## config.mk

```make
export PLATFORM = sky130hd
export DESIGN_NAME = lds_status
export DESIGN_NICKNAME = d
export VERILOG_FILES = /design/src/hw/dummy_never.v /design/src/hw/lds_status.v /design/src/hw/lds_sync.v /design/src/hw/lds_follow.v
export VERILOG_INCLUDE_DIRS = /design/src /design/src/hw
export SDC_FILE = /design/constraint.sdc
export NUM_CORES = 2
export LEC_CHECK = 0
export BUFFER_PORTS_ARGS = -buffer_cell sky130_fd_sc_hd__buf_2
export CELL_PAD_IN_SITES_DETAIL_PLACEMENT = 2
export CELL_PAD_IN_SITES_GLOBAL_PLACEMENT = 2
export CORE_MARGIN = 2
export CORE_UTILIZATION = 44
export DETAILED_ROUTE_END_ITERATION = 10
export PLACE_DENSITY_LB_ADDON = 0.08
export SLEW_MARGIN = 10
export SYNTH_ARGS = -nofsm -noshare
export SYNTH_HDL_FRONTEND = slang
export SYNTH_SLANG_ARGS = --single-unit
```

## constraint.sdc

```tcl
create_clock -name clk -period 40.5 [get_ports clk]
set_input_delay 8.1 -clock clk [delete_from_list [all_inputs] [get_ports clk]]
set_output_delay 8.1 -clock clk [all_outputs]
set_load 0.03 [all_outputs]
```

## src/hw/lds_consts.vh

```
// Constants for the load diagnostic status block
`ifndef LDS_CONSTS_VH
`define LDS_CONSTS_VH

// Clock rate and filter times
`define LDS_CLK_MHZ 250
`define LDS_OL_FILT_US 1000
`define LDS_EC_FILT_US 32
`define LDS_OC_RETRY_US 100
`define LDS_OL_FILT_CYC (`LDS_OL_FILT_US * `LDS_CLK_MHZ)
`define LDS_EC_FILT_CYC (`LDS_EC_FILT_US * `LDS_CLK_MHZ)
`define LDS_OC_RETRY_CYC (`LDS_OC_RETRY_US * `LDS_CLK_MHZ)

// Word select codes for read and clear
`define LDS_SEL_UC_WORD 1'b0
`define LDS_SEL_FAULT_WORD 1'b1

// Status word reset value
`define LDS_STATUS_RST 16'h0000

// Fault word field positions
`define LDS_POS_PAIR_TOP 15
`define LDS_POS_VS_UNDER 3
`define LDS_POS_VS_OVER 2
`define LDS_POS_EC_LOW 1
`define LDS_POS_EC_HIGH 0

// Configuration and control bit positions
`define LDS_CFG_MASK_HS1 5
`define LDS_CFG_MASK_LS1 4
`define LDS_CFG_MASK_OL_GLOBAL 1
`define LDS_CTRL3_NO_RESTART 4

`endif

```

## src/hw/dummy_never.v

```verilog
// Spare file that holds no logic

```

## src/hw/lds_status.v

```verilog
// Diagnostic status words, fault reactions and output gating
`include "lds_consts.vh"

// Channel order of every vector: bridge vectors run from output one
// high side in the top bit down to output six low side in bit zero;
// high-side vectors run from output seven in the top bit down to the
// electrochromic output in bit zero. Comparator inputs are asynchronous
// levels; commands and configuration words come from logic on this clock.
// Outputs are all registered so the pins never see decode glitches.

module lds_status #(
	parameter OL_CYCLES = `LDS_OL_FILT_CYC,
	parameter EC_CYCLES = `LDS_EC_FILT_CYC,
	parameter RETRY_CYCLES = `LDS_OC_RETRY_CYC,
	parameter NBR = 12,
	parameter NHS = 6
) (
	input wire clk,
	input wire sys_rst,
	input wire [NBR-1:0] br_on,
	input wire [NHS-1:0] hs_on,
	input wire [NBR-1:0] br_below,
	input wire [NHS-1:0] hs_below,
	input wire [NHS-1:0] hs_oc,
	input wire vs_under,
	input wire vs_over,
	input wire ec_mode,
	input wire ec_below_target,
	input wire ec_above_target,
	input wire oc_recovery_en,
	input wire [15:0] cfg_word,
	input wire [15:0] ctrl3_word,
	input wire rd_en,
	input wire rd_sel,
	output reg [15:0] rd_data,
	output reg rd_valid,
	input wire clr_en,
	input wire clr_sel,
	input wire [15:0] clr_bits,
	output reg [NBR-1:0] br_drive,
	output reg [NHS-1:0] hs_drive,
	output reg open_load_summary,
	output reg global_error
);

	localparam NS = NBR + 2 * NHS + 4;
	localparam RW = $clog2(RETRY_CYCLES) + 1;
	localparam integer RETRY_LAST_I = RETRY_CYCLES - 1;
	localparam [RW-1:0] RETRY_LAST = RETRY_LAST_I[RW-1:0];

	// Synchronised analog comparator levels
	wire [NS-1:0] pins_raw;
	wire [NS-1:0] pins_s;
	wire [NBR-1:0] br_below_s;
	wire [NHS-1:0] hs_below_s;
	wire [NHS-1:0] hs_oc_s;
	wire vs_under_s;
	wire vs_over_s;
	wire ec_below_s;
	wire ec_above_s;

	// Filtered conditions
	wire [NBR-1:0] br_low_cond;
	wire [NHS-1:0] hs_low_cond;
	wire [NBR-1:0] br_low_long;
	wire [NHS-1:0] hs_low_long;
	wire [1:0] ec_cond;
	wire [1:0] ec_held;

	// Latched flags and driver state
	reg [NBR-1:0] br_uc_reg;
	reg [NBR-1:0] br_uc_next;
	reg [NHS-1:0] high_side_undercurrent_flag_reg;
	reg [NHS-1:0] high_side_undercurrent_flag_next;
	reg [NHS-1:0] hs_ocf_reg;
	reg [NHS-1:0] hs_ocf_next;
	reg [NHS-1:0] oc_off_reg;
	reg [NHS-1:0] oc_off_next;
	reg vs_uv_reg;
	reg vs_uv_next;
	reg vs_ov_reg;
	reg vs_ov_next;
	reg sup_off_reg;
	reg sup_off_next;

	// Clear decode and helper terms
	wire clr_uc_word;
	wire clr_fault_word;
	wire [NBR-1:0] br_clr;
	wire [NHS-1:0] hs_oc_clr;
	wire [NHS-1:0] high_side_undercurrent_flag_clr;
	wire [NHS-1:0] retry_done;
	wire supply_bad;
	wire [15:0] uc_word;
	wire [15:0] fault_word;
	wire [NBR-1:0] br_ol_masked;
	wire [1:0] ec_flags;
	// Supply clear terms and first-output mask
	wire vs_uv_clr;
	wire vs_ov_clr;
	wire [NBR-1:0] ol_mask;

	// All analog levels share one synchroniser bank
	assign pins_raw = {br_below, hs_below, hs_oc, vs_under, vs_over,
		ec_below_target, ec_above_target};

	lds_sync #(
		.WIDTH(NS)
	) u_sync (
		.clk(clk),
		.sys_rst(sys_rst),
		.din(pins_raw),
		.dout(pins_s)
	);

	// Unpack in the packing order
	assign br_below_s = pins_s[NS-1 -: NBR];
	assign hs_below_s = pins_s[2*NHS+3 -: NHS];
	assign hs_oc_s = pins_s[NHS+3 -: NHS];
	assign vs_under_s = pins_s[3];
	assign vs_over_s = pins_s[2];
	assign ec_below_s = pins_s[1];
	assign ec_above_s = pins_s[0];

	assign br_low_cond = br_drive & br_below_s;
	assign hs_low_cond = hs_drive & hs_below_s;

	// The filter delays the fall too, so a clear within one filter time
	// of recovery is refused: the lagging output sets the flag again
	// 1 ms persistence
	lds_follow #(
		.WIDTH(NBR + NHS),
		.N(OL_CYCLES)
	) u_ol_filt (
		.clk(clk),
		.sys_rst(sys_rst),
		.din({br_low_cond, hs_low_cond}),
		.dout({br_low_long, hs_low_long})
	);

	assign ec_cond = {ec_mode & ec_below_s, ec_mode & ec_above_s};

	lds_follow #(
		.WIDTH(2),
		.N(EC_CYCLES)
	) u_ec_filt (
		.clk(clk),
		.sys_rst(sys_rst),
		.din(ec_cond),
		.dout(ec_held)
	);

	// Leaving the mode zeroes both flags at once, not after the filter
	// live, unlatched flags
	assign ec_flags = ec_held & {2{ec_mode}};

	// Controller clears apply to the selected word only
	assign clr_uc_word = clr_en & (clr_sel == `LDS_SEL_UC_WORD);
	assign clr_fault_word = clr_en & (clr_sel == `LDS_SEL_FAULT_WORD);
	assign br_clr = {NBR{clr_uc_word}} & clr_bits[15 -: NBR];
	// Supply flag clears, word two only
	assign vs_uv_clr = clr_fault_word & clr_bits[`LDS_POS_VS_UNDER];
	assign vs_ov_clr = clr_fault_word & clr_bits[`LDS_POS_VS_OVER];

	// Pair bits of the fault word, top channel first
	// Channel k sits at pair OCP, its under-current flag just below
	genvar k;
	generate
		for (k = 0; k < NHS; k = k + 1) begin : g_pair
			localparam OCP = `LDS_POS_PAIR_TOP - 2 * (NHS - 1 - k);
			assign hs_oc_clr[k] = clr_fault_word & clr_bits[OCP];
			assign high_side_undercurrent_flag_clr[k] = clr_fault_word & clr_bits[OCP-1];
			assign fault_word[OCP] = hs_ocf_reg[k];
			assign fault_word[OCP-1] = high_side_undercurrent_flag_reg[k];
		end
	endgenerate

	assign uc_word = {br_uc_reg, 4'h0};
	assign fault_word[`LDS_POS_VS_UNDER] = vs_uv_reg;
	assign fault_word[`LDS_POS_VS_OVER] = vs_ov_reg;
	assign fault_word[`LDS_POS_EC_LOW] = ec_flags[1];
	assign fault_word[`LDS_POS_EC_HIGH] = ec_flags[0];

	// Per-channel retry timers after an over-current trip
	// One fixed wait for all channels; the duty cycle follows the fault length
	generate
		for (k = 0; k < NHS; k = k + 1) begin : g_retry
			reg [RW-1:0] cnt_reg;
			assign retry_done[k] = oc_off_reg[k] & oc_recovery_en & ~hs_oc_s[k] &
				(cnt_reg == RETRY_LAST);
			// Timer restarts whenever the fault is still present
			always @(posedge clk or posedge sys_rst) begin
				if (sys_rst) begin
					cnt_reg <= {RW{1'b0}};
				end else if (!oc_off_reg[k] || !oc_recovery_en || hs_oc_s[k]) begin
					cnt_reg <= {RW{1'b0}};
				end else if (cnt_reg != RETRY_LAST) begin
					cnt_reg <= cnt_reg + 1'b1;
				end
			end
		end
	endgenerate

	// Either supply comparator forces the shutdown
	assign supply_bad = vs_under_s | vs_over_s;

	// Next values of flags and off states; sets beat clears
	always @* begin
		br_uc_next = (br_uc_reg & ~br_clr) | br_low_long;
		high_side_undercurrent_flag_next = (high_side_undercurrent_flag_reg & ~high_side_undercurrent_flag_clr) | hs_low_long;
		hs_ocf_next = (hs_ocf_reg & ~hs_oc_clr) | hs_oc_s;
		oc_off_next = oc_off_reg | hs_oc_s;
		if (oc_recovery_en) begin
			oc_off_next = (oc_off_reg & ~retry_done) | hs_oc_s;
		end else begin
			oc_off_next = (oc_off_reg & hs_ocf_next) | hs_oc_s;
		end
		vs_uv_next = (vs_uv_reg & ~vs_uv_clr) | vs_under_s;
		vs_ov_next = (vs_ov_reg & ~vs_ov_clr) | vs_over_s;
		// With the hold bit set, only clearing both flags ends the off state
		// restart unless inhibited
		if (supply_bad) begin
			sup_off_next = 1'b1;
		end else if (!ctrl3_word[`LDS_CTRL3_NO_RESTART]) begin
			sup_off_next = 1'b0;
		end else begin
			sup_off_next = sup_off_reg & (vs_uv_next | vs_ov_next);
		end
	end

	// Flag and state registers
	// The over-current flag stays set after a timed retry so it can be read
	always @(posedge clk or posedge sys_rst) begin
		if (sys_rst) begin
			br_uc_reg <= {NBR{1'b0}};
			high_side_undercurrent_flag_reg <= {NHS{1'b0}};
			hs_ocf_reg <= {NHS{1'b0}};
			oc_off_reg <= {NHS{1'b0}};
			vs_uv_reg <= 1'b0;
			vs_ov_reg <= 1'b0;
			sup_off_reg <= 1'b0;
		end else begin
			br_uc_reg <= br_uc_next;
			high_side_undercurrent_flag_reg <= high_side_undercurrent_flag_next;
			hs_ocf_reg <= hs_ocf_next;
			oc_off_reg <= oc_off_next;
			vs_uv_reg <= vs_uv_next;
			vs_ov_reg <= vs_ov_next;
			sup_off_reg <= sup_off_next;
		end
	end

	// Driver gating uses next states so a trip removes drive at the same edge that latches the off state
	// Bridge over-current is handled elsewhere, so bridges see supply gating only
	always @(posedge clk or posedge sys_rst) begin
		if (sys_rst) begin
			br_drive <= {NBR{1'b0}};
			hs_drive <= {NHS{1'b0}};
		end else begin
			br_drive <= br_on & {NBR{~sup_off_next}};
			hs_drive <= hs_on & ~oc_off_next & {NHS{~sup_off_next}};
		end
	end

	assign ol_mask = {cfg_word[`LDS_CFG_MASK_HS1], cfg_word[`LDS_CFG_MASK_LS1],
		{(NBR-2){1'b0}}};
	assign br_ol_masked = br_uc_reg & ~ol_mask;

	// Summary outputs; temperature lies outside this block
	// Under-current flags feed the global flag unless config bit 1 masks them
	always @(posedge clk or posedge sys_rst) begin
		if (sys_rst) begin
			open_load_summary <= 1'b0;
			global_error <= 1'b0;
		end else begin
			open_load_summary <= (|br_ol_masked) | (|high_side_undercurrent_flag_reg);
			global_error <= (|hs_ocf_reg) | vs_uv_reg | vs_ov_reg |
				(~cfg_word[`LDS_CFG_MASK_OL_GLOBAL] & ((|br_uc_reg) | (|high_side_undercurrent_flag_reg)));
		end
	end

	// Reads have no side effect; clearing is an explicit request
	// rd_valid pulses for one cycle per accepted read
	always @(posedge clk or posedge sys_rst) begin
		if (sys_rst) begin
			rd_data <= `LDS_STATUS_RST;
			rd_valid <= 1'b0;
		end else begin
			rd_valid <= rd_en;
			if (rd_en) begin
				rd_data <= (rd_sel == `LDS_SEL_FAULT_WORD) ? fault_word : uc_word;
			end
		end
	end

endmodule

```

## src/hw/lds_sync.v

```verilog
// Three-stage input synchroniser with agree-based change
module lds_sync #(
	parameter WIDTH = 1
) (
	input wire clk,
	input wire sys_rst,
	input wire [WIDTH-1:0] din,
	output reg [WIDTH-1:0] dout
);

	reg [WIDTH-1:0] s1_reg;
	reg [WIDTH-1:0] s2_reg;
	reg [WIDTH-1:0] s3_reg;
	wire [WIDTH-1:0] agree;

	// Only bits where stages two and three agree may move the output
	assign agree = ~(s2_reg ^ s3_reg);

	// First stage is read by the second alone
	always @(posedge clk or posedge sys_rst) begin
		if (sys_rst) begin
			s1_reg <= {WIDTH{1'b0}};
			s2_reg <= {WIDTH{1'b0}};
			s3_reg <= {WIDTH{1'b0}};
			dout <= {WIDTH{1'b0}};
		end else begin
			s1_reg <= din;
			s2_reg <= s1_reg;
			s3_reg <= s2_reg;
			dout <= (agree & s2_reg) | (~agree & dout);
		end
	end

endmodule

```

## src/hw/lds_follow.v

```verilog
// Per-bit persistence filter: output takes input after N steady cycles
module lds_follow #(
	parameter WIDTH = 1,
	parameter N = 8000
) (
	input wire clk,
	input wire sys_rst,
	input wire [WIDTH-1:0] din,
	output reg [WIDTH-1:0] dout
);

	localparam CW = $clog2(N) + 1;
	localparam integer LAST_I = N - 1;
	localparam [CW-1:0] LAST = LAST_I[CW-1:0];

	genvar i;
	generate
		for (i = 0; i < WIDTH; i = i + 1) begin : g_bit
			reg [CW-1:0] cnt_reg;
			// Any return to the old level restarts the count
			always @(posedge clk or posedge sys_rst) begin
				if (sys_rst) begin
					cnt_reg <= {CW{1'b0}};
					dout[i] <= 1'b0;
				end else if (din[i] == dout[i]) begin
					cnt_reg <= {CW{1'b0}};
				end else if (cnt_reg == LAST) begin
					cnt_reg <= {CW{1'b0}};
					dout[i] <= din[i];
				end else begin
					cnt_reg <= cnt_reg + 1'b1;
				end
			end
		end
	endgenerate

endmodule

```

==> summary.md <==
| Metric | Value |
|---|---|
| Hold-fix buffers, CTS | 0 |
| Most instantiated cells after synthesis | dfrtp_1, nor2_1, nand2_1 |
| Flop2flop setup slack | ~38 ns |
| Setup TNS | 0 ns |
| Post-route DRC | 0 |
| Pin count of the biggest net entering global routing | between 150 and 200 |
| Core Box Area | approximately 67000 um2 |
| Worst path max stage delay | 0.91 ns |
| VDD IR max | between 0.02 and 0.025 mV |
| Power Density | 43.5 nW/um2 |
| Final Net Count | ~3200 |
| RR Startpoint | u_ol_filt.g_bit[9].cnt_reg[0]$_DFF_PP0_ |
| Area Overhead vs Synth | 13.7% |
| Arr. time, crit path | 11.52 ns |
| Synthesis Warnings | 0 |
| DR WL/cell | around 21 um |
| Most common cell in the netlist | dfrtp_1 |
| Synth top area share | 55.6% |
| Net count after synthesis | a little over 3000 |
| Post-synth EDFFs | 0 |
| RR Endpoint | u_ol_filt.g_bit[9].cnt_reg[3]$_DFF_PP0_ |
| Total global-route track usage | between 20% and 30% |
| DP HPWL | roughly 55 mm |
| Critical path required time | 41.11 ns |
| Max-cap violation count | 0 |
| Min-Delay Path Class | register to register |
| Overflow after GRT | 0 |
| Worst Setup Start Kind | input port |
| Routed WL | approximately 84 mm |
| Maximum fanout along the worst path | around 140 |
| Sequential power share | 46.9% |
| LEAKAGE | between 10 and 15 nW |
| Setup violators final | 0 |
| Critical path launch point | sys_rst |
| Initial antenna violation count | 7 |
| Critical path capture point type | async pin |
| Clk pin slew, worst setup/hold paths | ~0.060 ns |
| Die height | approximately 270 um |
| Cell Int Power | ~1.1 mW |
| Worst Skew | about 0.023 ns |
| Final Hold Viols | 0 |
| Synth async-reset ratio | between 90% and 100% |
| Switch Pwr | between 0.3 and 0.4 mW |
| Die ar. | 70500 um2 |
| Worst-Skew Late Latency | between 0.6 and 0.7 ns |
| CTS tree | built |
| Power Total | approximately 1.5 mW |
| Synth area leader | dfrtp_1 |
| Largest register FFs | between 300 and 400 |
| DR vias | 22900 |
| Die Span X | about 270 um |
| Net Sw Frac | 23.0% |
| Drt pass-1 iters | 5 |
| H-tree depth | 3 |
| Reg2reg path depth | 5 |
| Initial Utilization | 44.6% |
| Routed vias/inst | roughly 5.8 |
| Synth cell types | 64 |
| Cell area after synthesis | ~30000 um2 |
| First-pass GRT wire length | roughly 140 mm |
| Synth Flop Type | dfrtp_1 |
| Worst path cell trace | buf_2 > inv_8 > buf_4 > buf_4 > buf_4 |
| Fmax | 91.6 MHz |
| Setup Buffers After CTS | 0 |
| # IOs | 139 |
| TritonCTS buffer count | 77 |
| Area contributors post-synth | dfrtp_1, nor2_1, xnor2_1 |
| Combinational power share | under 10% |
| Syn Inst Count | 2897 |
| Status | complete, no violations |
| CTS root buf | clkbuf_16 |
| Slew margin rel. | between 20% and 30% |
| Syn Area/Cell | just over 10 um2 |
| Worst Setup Path Type | input port to async pin |
| Clock buffer depth | 3 |
| Final std cells w/o fill | approximately 4000 |
| Vias in the first global route | 25900 |
| Register area | 16700 um2 |
| Routability cong. | 0.812 |
| Worst setup endpoint | u_ol_filt.g_bit[17].cnt_reg[10]$_DFF_PP0_ |
| Seq cells post-synth | about 670 |
| Least-Margin Pin Slew | ~1.1 ns |
| Most used cell, CP | buf_4 |
| Tcrit/Tclk final | between 20 and 30% |
| Final min period | about 11 ns |
| Footprint of the multi-input gates | about 13000 um2 |
| RSZ-0062 raised after global routing | no |
| Number of port buffers | 108 |
| Cell row count | 95 |
| Post-CTS Resized | 0 |
| Share of cells above drive strength 1 | ~10% |
| DP Cell Count | 3820 |
| Clock share of power | slightly below 50% |
| Clk sinks | between 600 and 700 |
| Final Max Tran Viols | 0 |
| DRT iter0 DRCs | 1054 |
| Post-synthesis sequential area ratio | 55.6% |
| Slowest CP cell | buf_4 |
| Fillers | 6832 |
| Post-DRT Antenna Nets | 0 |
-- per-stage QoR --
stage | hold slack [ns] | utilization, % | cell area [um2] | setup WS [ns]
6_report | 0.343 | 50.8 | 34200 | 29.59
5_1_grt | 0.359 | 50.8 | 34200 | 28.89
4_1_cts | 0.348 | 50.8 | 34200 | 29.27
3_5_place_dp | 0.336 | 46.8 | 31500 | 28.60
3_3_place_gp | 0.333 | 46.8 | 31500 | 28.72
2_1_floorplan | 0.331 | - | 30100 | 13.68
-- power by group through the flow --
stage / combinational (mW) / clock, mW / sequential, mW
finish: 0.0597 / 0.731 / 0.697
global route: 0.0672 / 0.773 / 0.698
CTS: 0.0615 / 0.750 / 0.697
detailed placement: 0.0604 / 0 / 0.708
global placement: 0.0572 / 0 / 0.707
floorplan: 0.0333 / 0 / 0.710
-- cell type report --
type,count,area share [%]
flip-flops and latches,668,48.8
multi-input cells,2082,37.3
clock buffers,110,6.82
well taps,873,3.19
repair buffers,123,1.95
clock inverters,27,0.998
inverters,74,0.834
diodes,2,0.0146
-- cell usage in the layout (no fill, tap or decap), types with 22 or more instances in the layout --
cell type,count
dfrtp_1,668
nor2_1,397
nand2_1,220
xnor2_1,170
nand3_1,159
xor2_1,155
nand4_1,146
a21oi_1,124
buf_2,108
o21ai_0,89
or3_1,89
clkbuf_16,80
inv_1,73
nor4_1,70
nor3_1,59
and4_1,54
or4_1,46
and3_1,36
o31ai_1,32
mux2i_1,28
maj3_1,28
ha_1,26
clkbuf_8,22
-- critical path: cells and delay by family --
| kind | cells | cell delay (ns) |
|---|---|---|
| buf+inv | 5 | 3.24 |
-- per-layer routing --
metal | wire (um) | part of all wire, % | GRT usage, %
met1 | 37000 | 44 | 31.9
met2 | 42200 | 50 | 42.5
met3 | 2500 | 3.0 | 3.38
met4 | 2280 | 2.7 | 7.05
met5 | 13 | 0.015 | 0
-- worst min-delay path by stage --
| stage | startpoint | end | slack [ns] | depth (start not counted) |
|---|---|---|---|---|
| 5_1_grt | u_sync.s1_reg[2]$_DFF_PP0_ | u_sync.s2_reg[2]$_DFF_PP0_ | 0.36 | 0 |
| 6_report | u_sync.s1_reg[16]$_DFF_PP0_ | u_sync.s2_reg[16]$_DFF_PP0_ | 0.34 | 0 |
| 2_1_floorplan | u_sync.s1_reg[0]$_DFF_PP0_ | u_sync.s2_reg[0]$_DFF_PP0_ | 0.33 | 0 |
| 3_5_place_dp | u_sync.s1_reg[20]$_DFF_PP0_ | u_sync.s2_reg[20]$_DFF_PP0_ | 0.34 | 0 |
| 3_3_place_gp | u_sync.s1_reg[22]$_DFF_PP0_ | u_sync.s2_reg[22]$_DFF_PP0_ | 0.33 | 0 |
| 4_1_cts | u_sync.s1_reg[16]$_DFF_PP0_ | u_sync.s2_reg[16]$_DFF_PP0_ | 0.35 | 0 |
-- logic make-up after synthesis --
kind of cell / count (synthesis) / synth area share, %
and+or+nand+nor: 1380 / 24.0
buffers and inverters: 147 / 2.01
DFF: 668 / 55.6
xor gates and xnor gates: 325 / 9.46
adders and majority gates: 54 / 2.01
AOI/OAI and AO/OA: 295 / 6.00
muxes: 28 / 0.932
No activity file was read; power rests on OpenSTA's default activity.
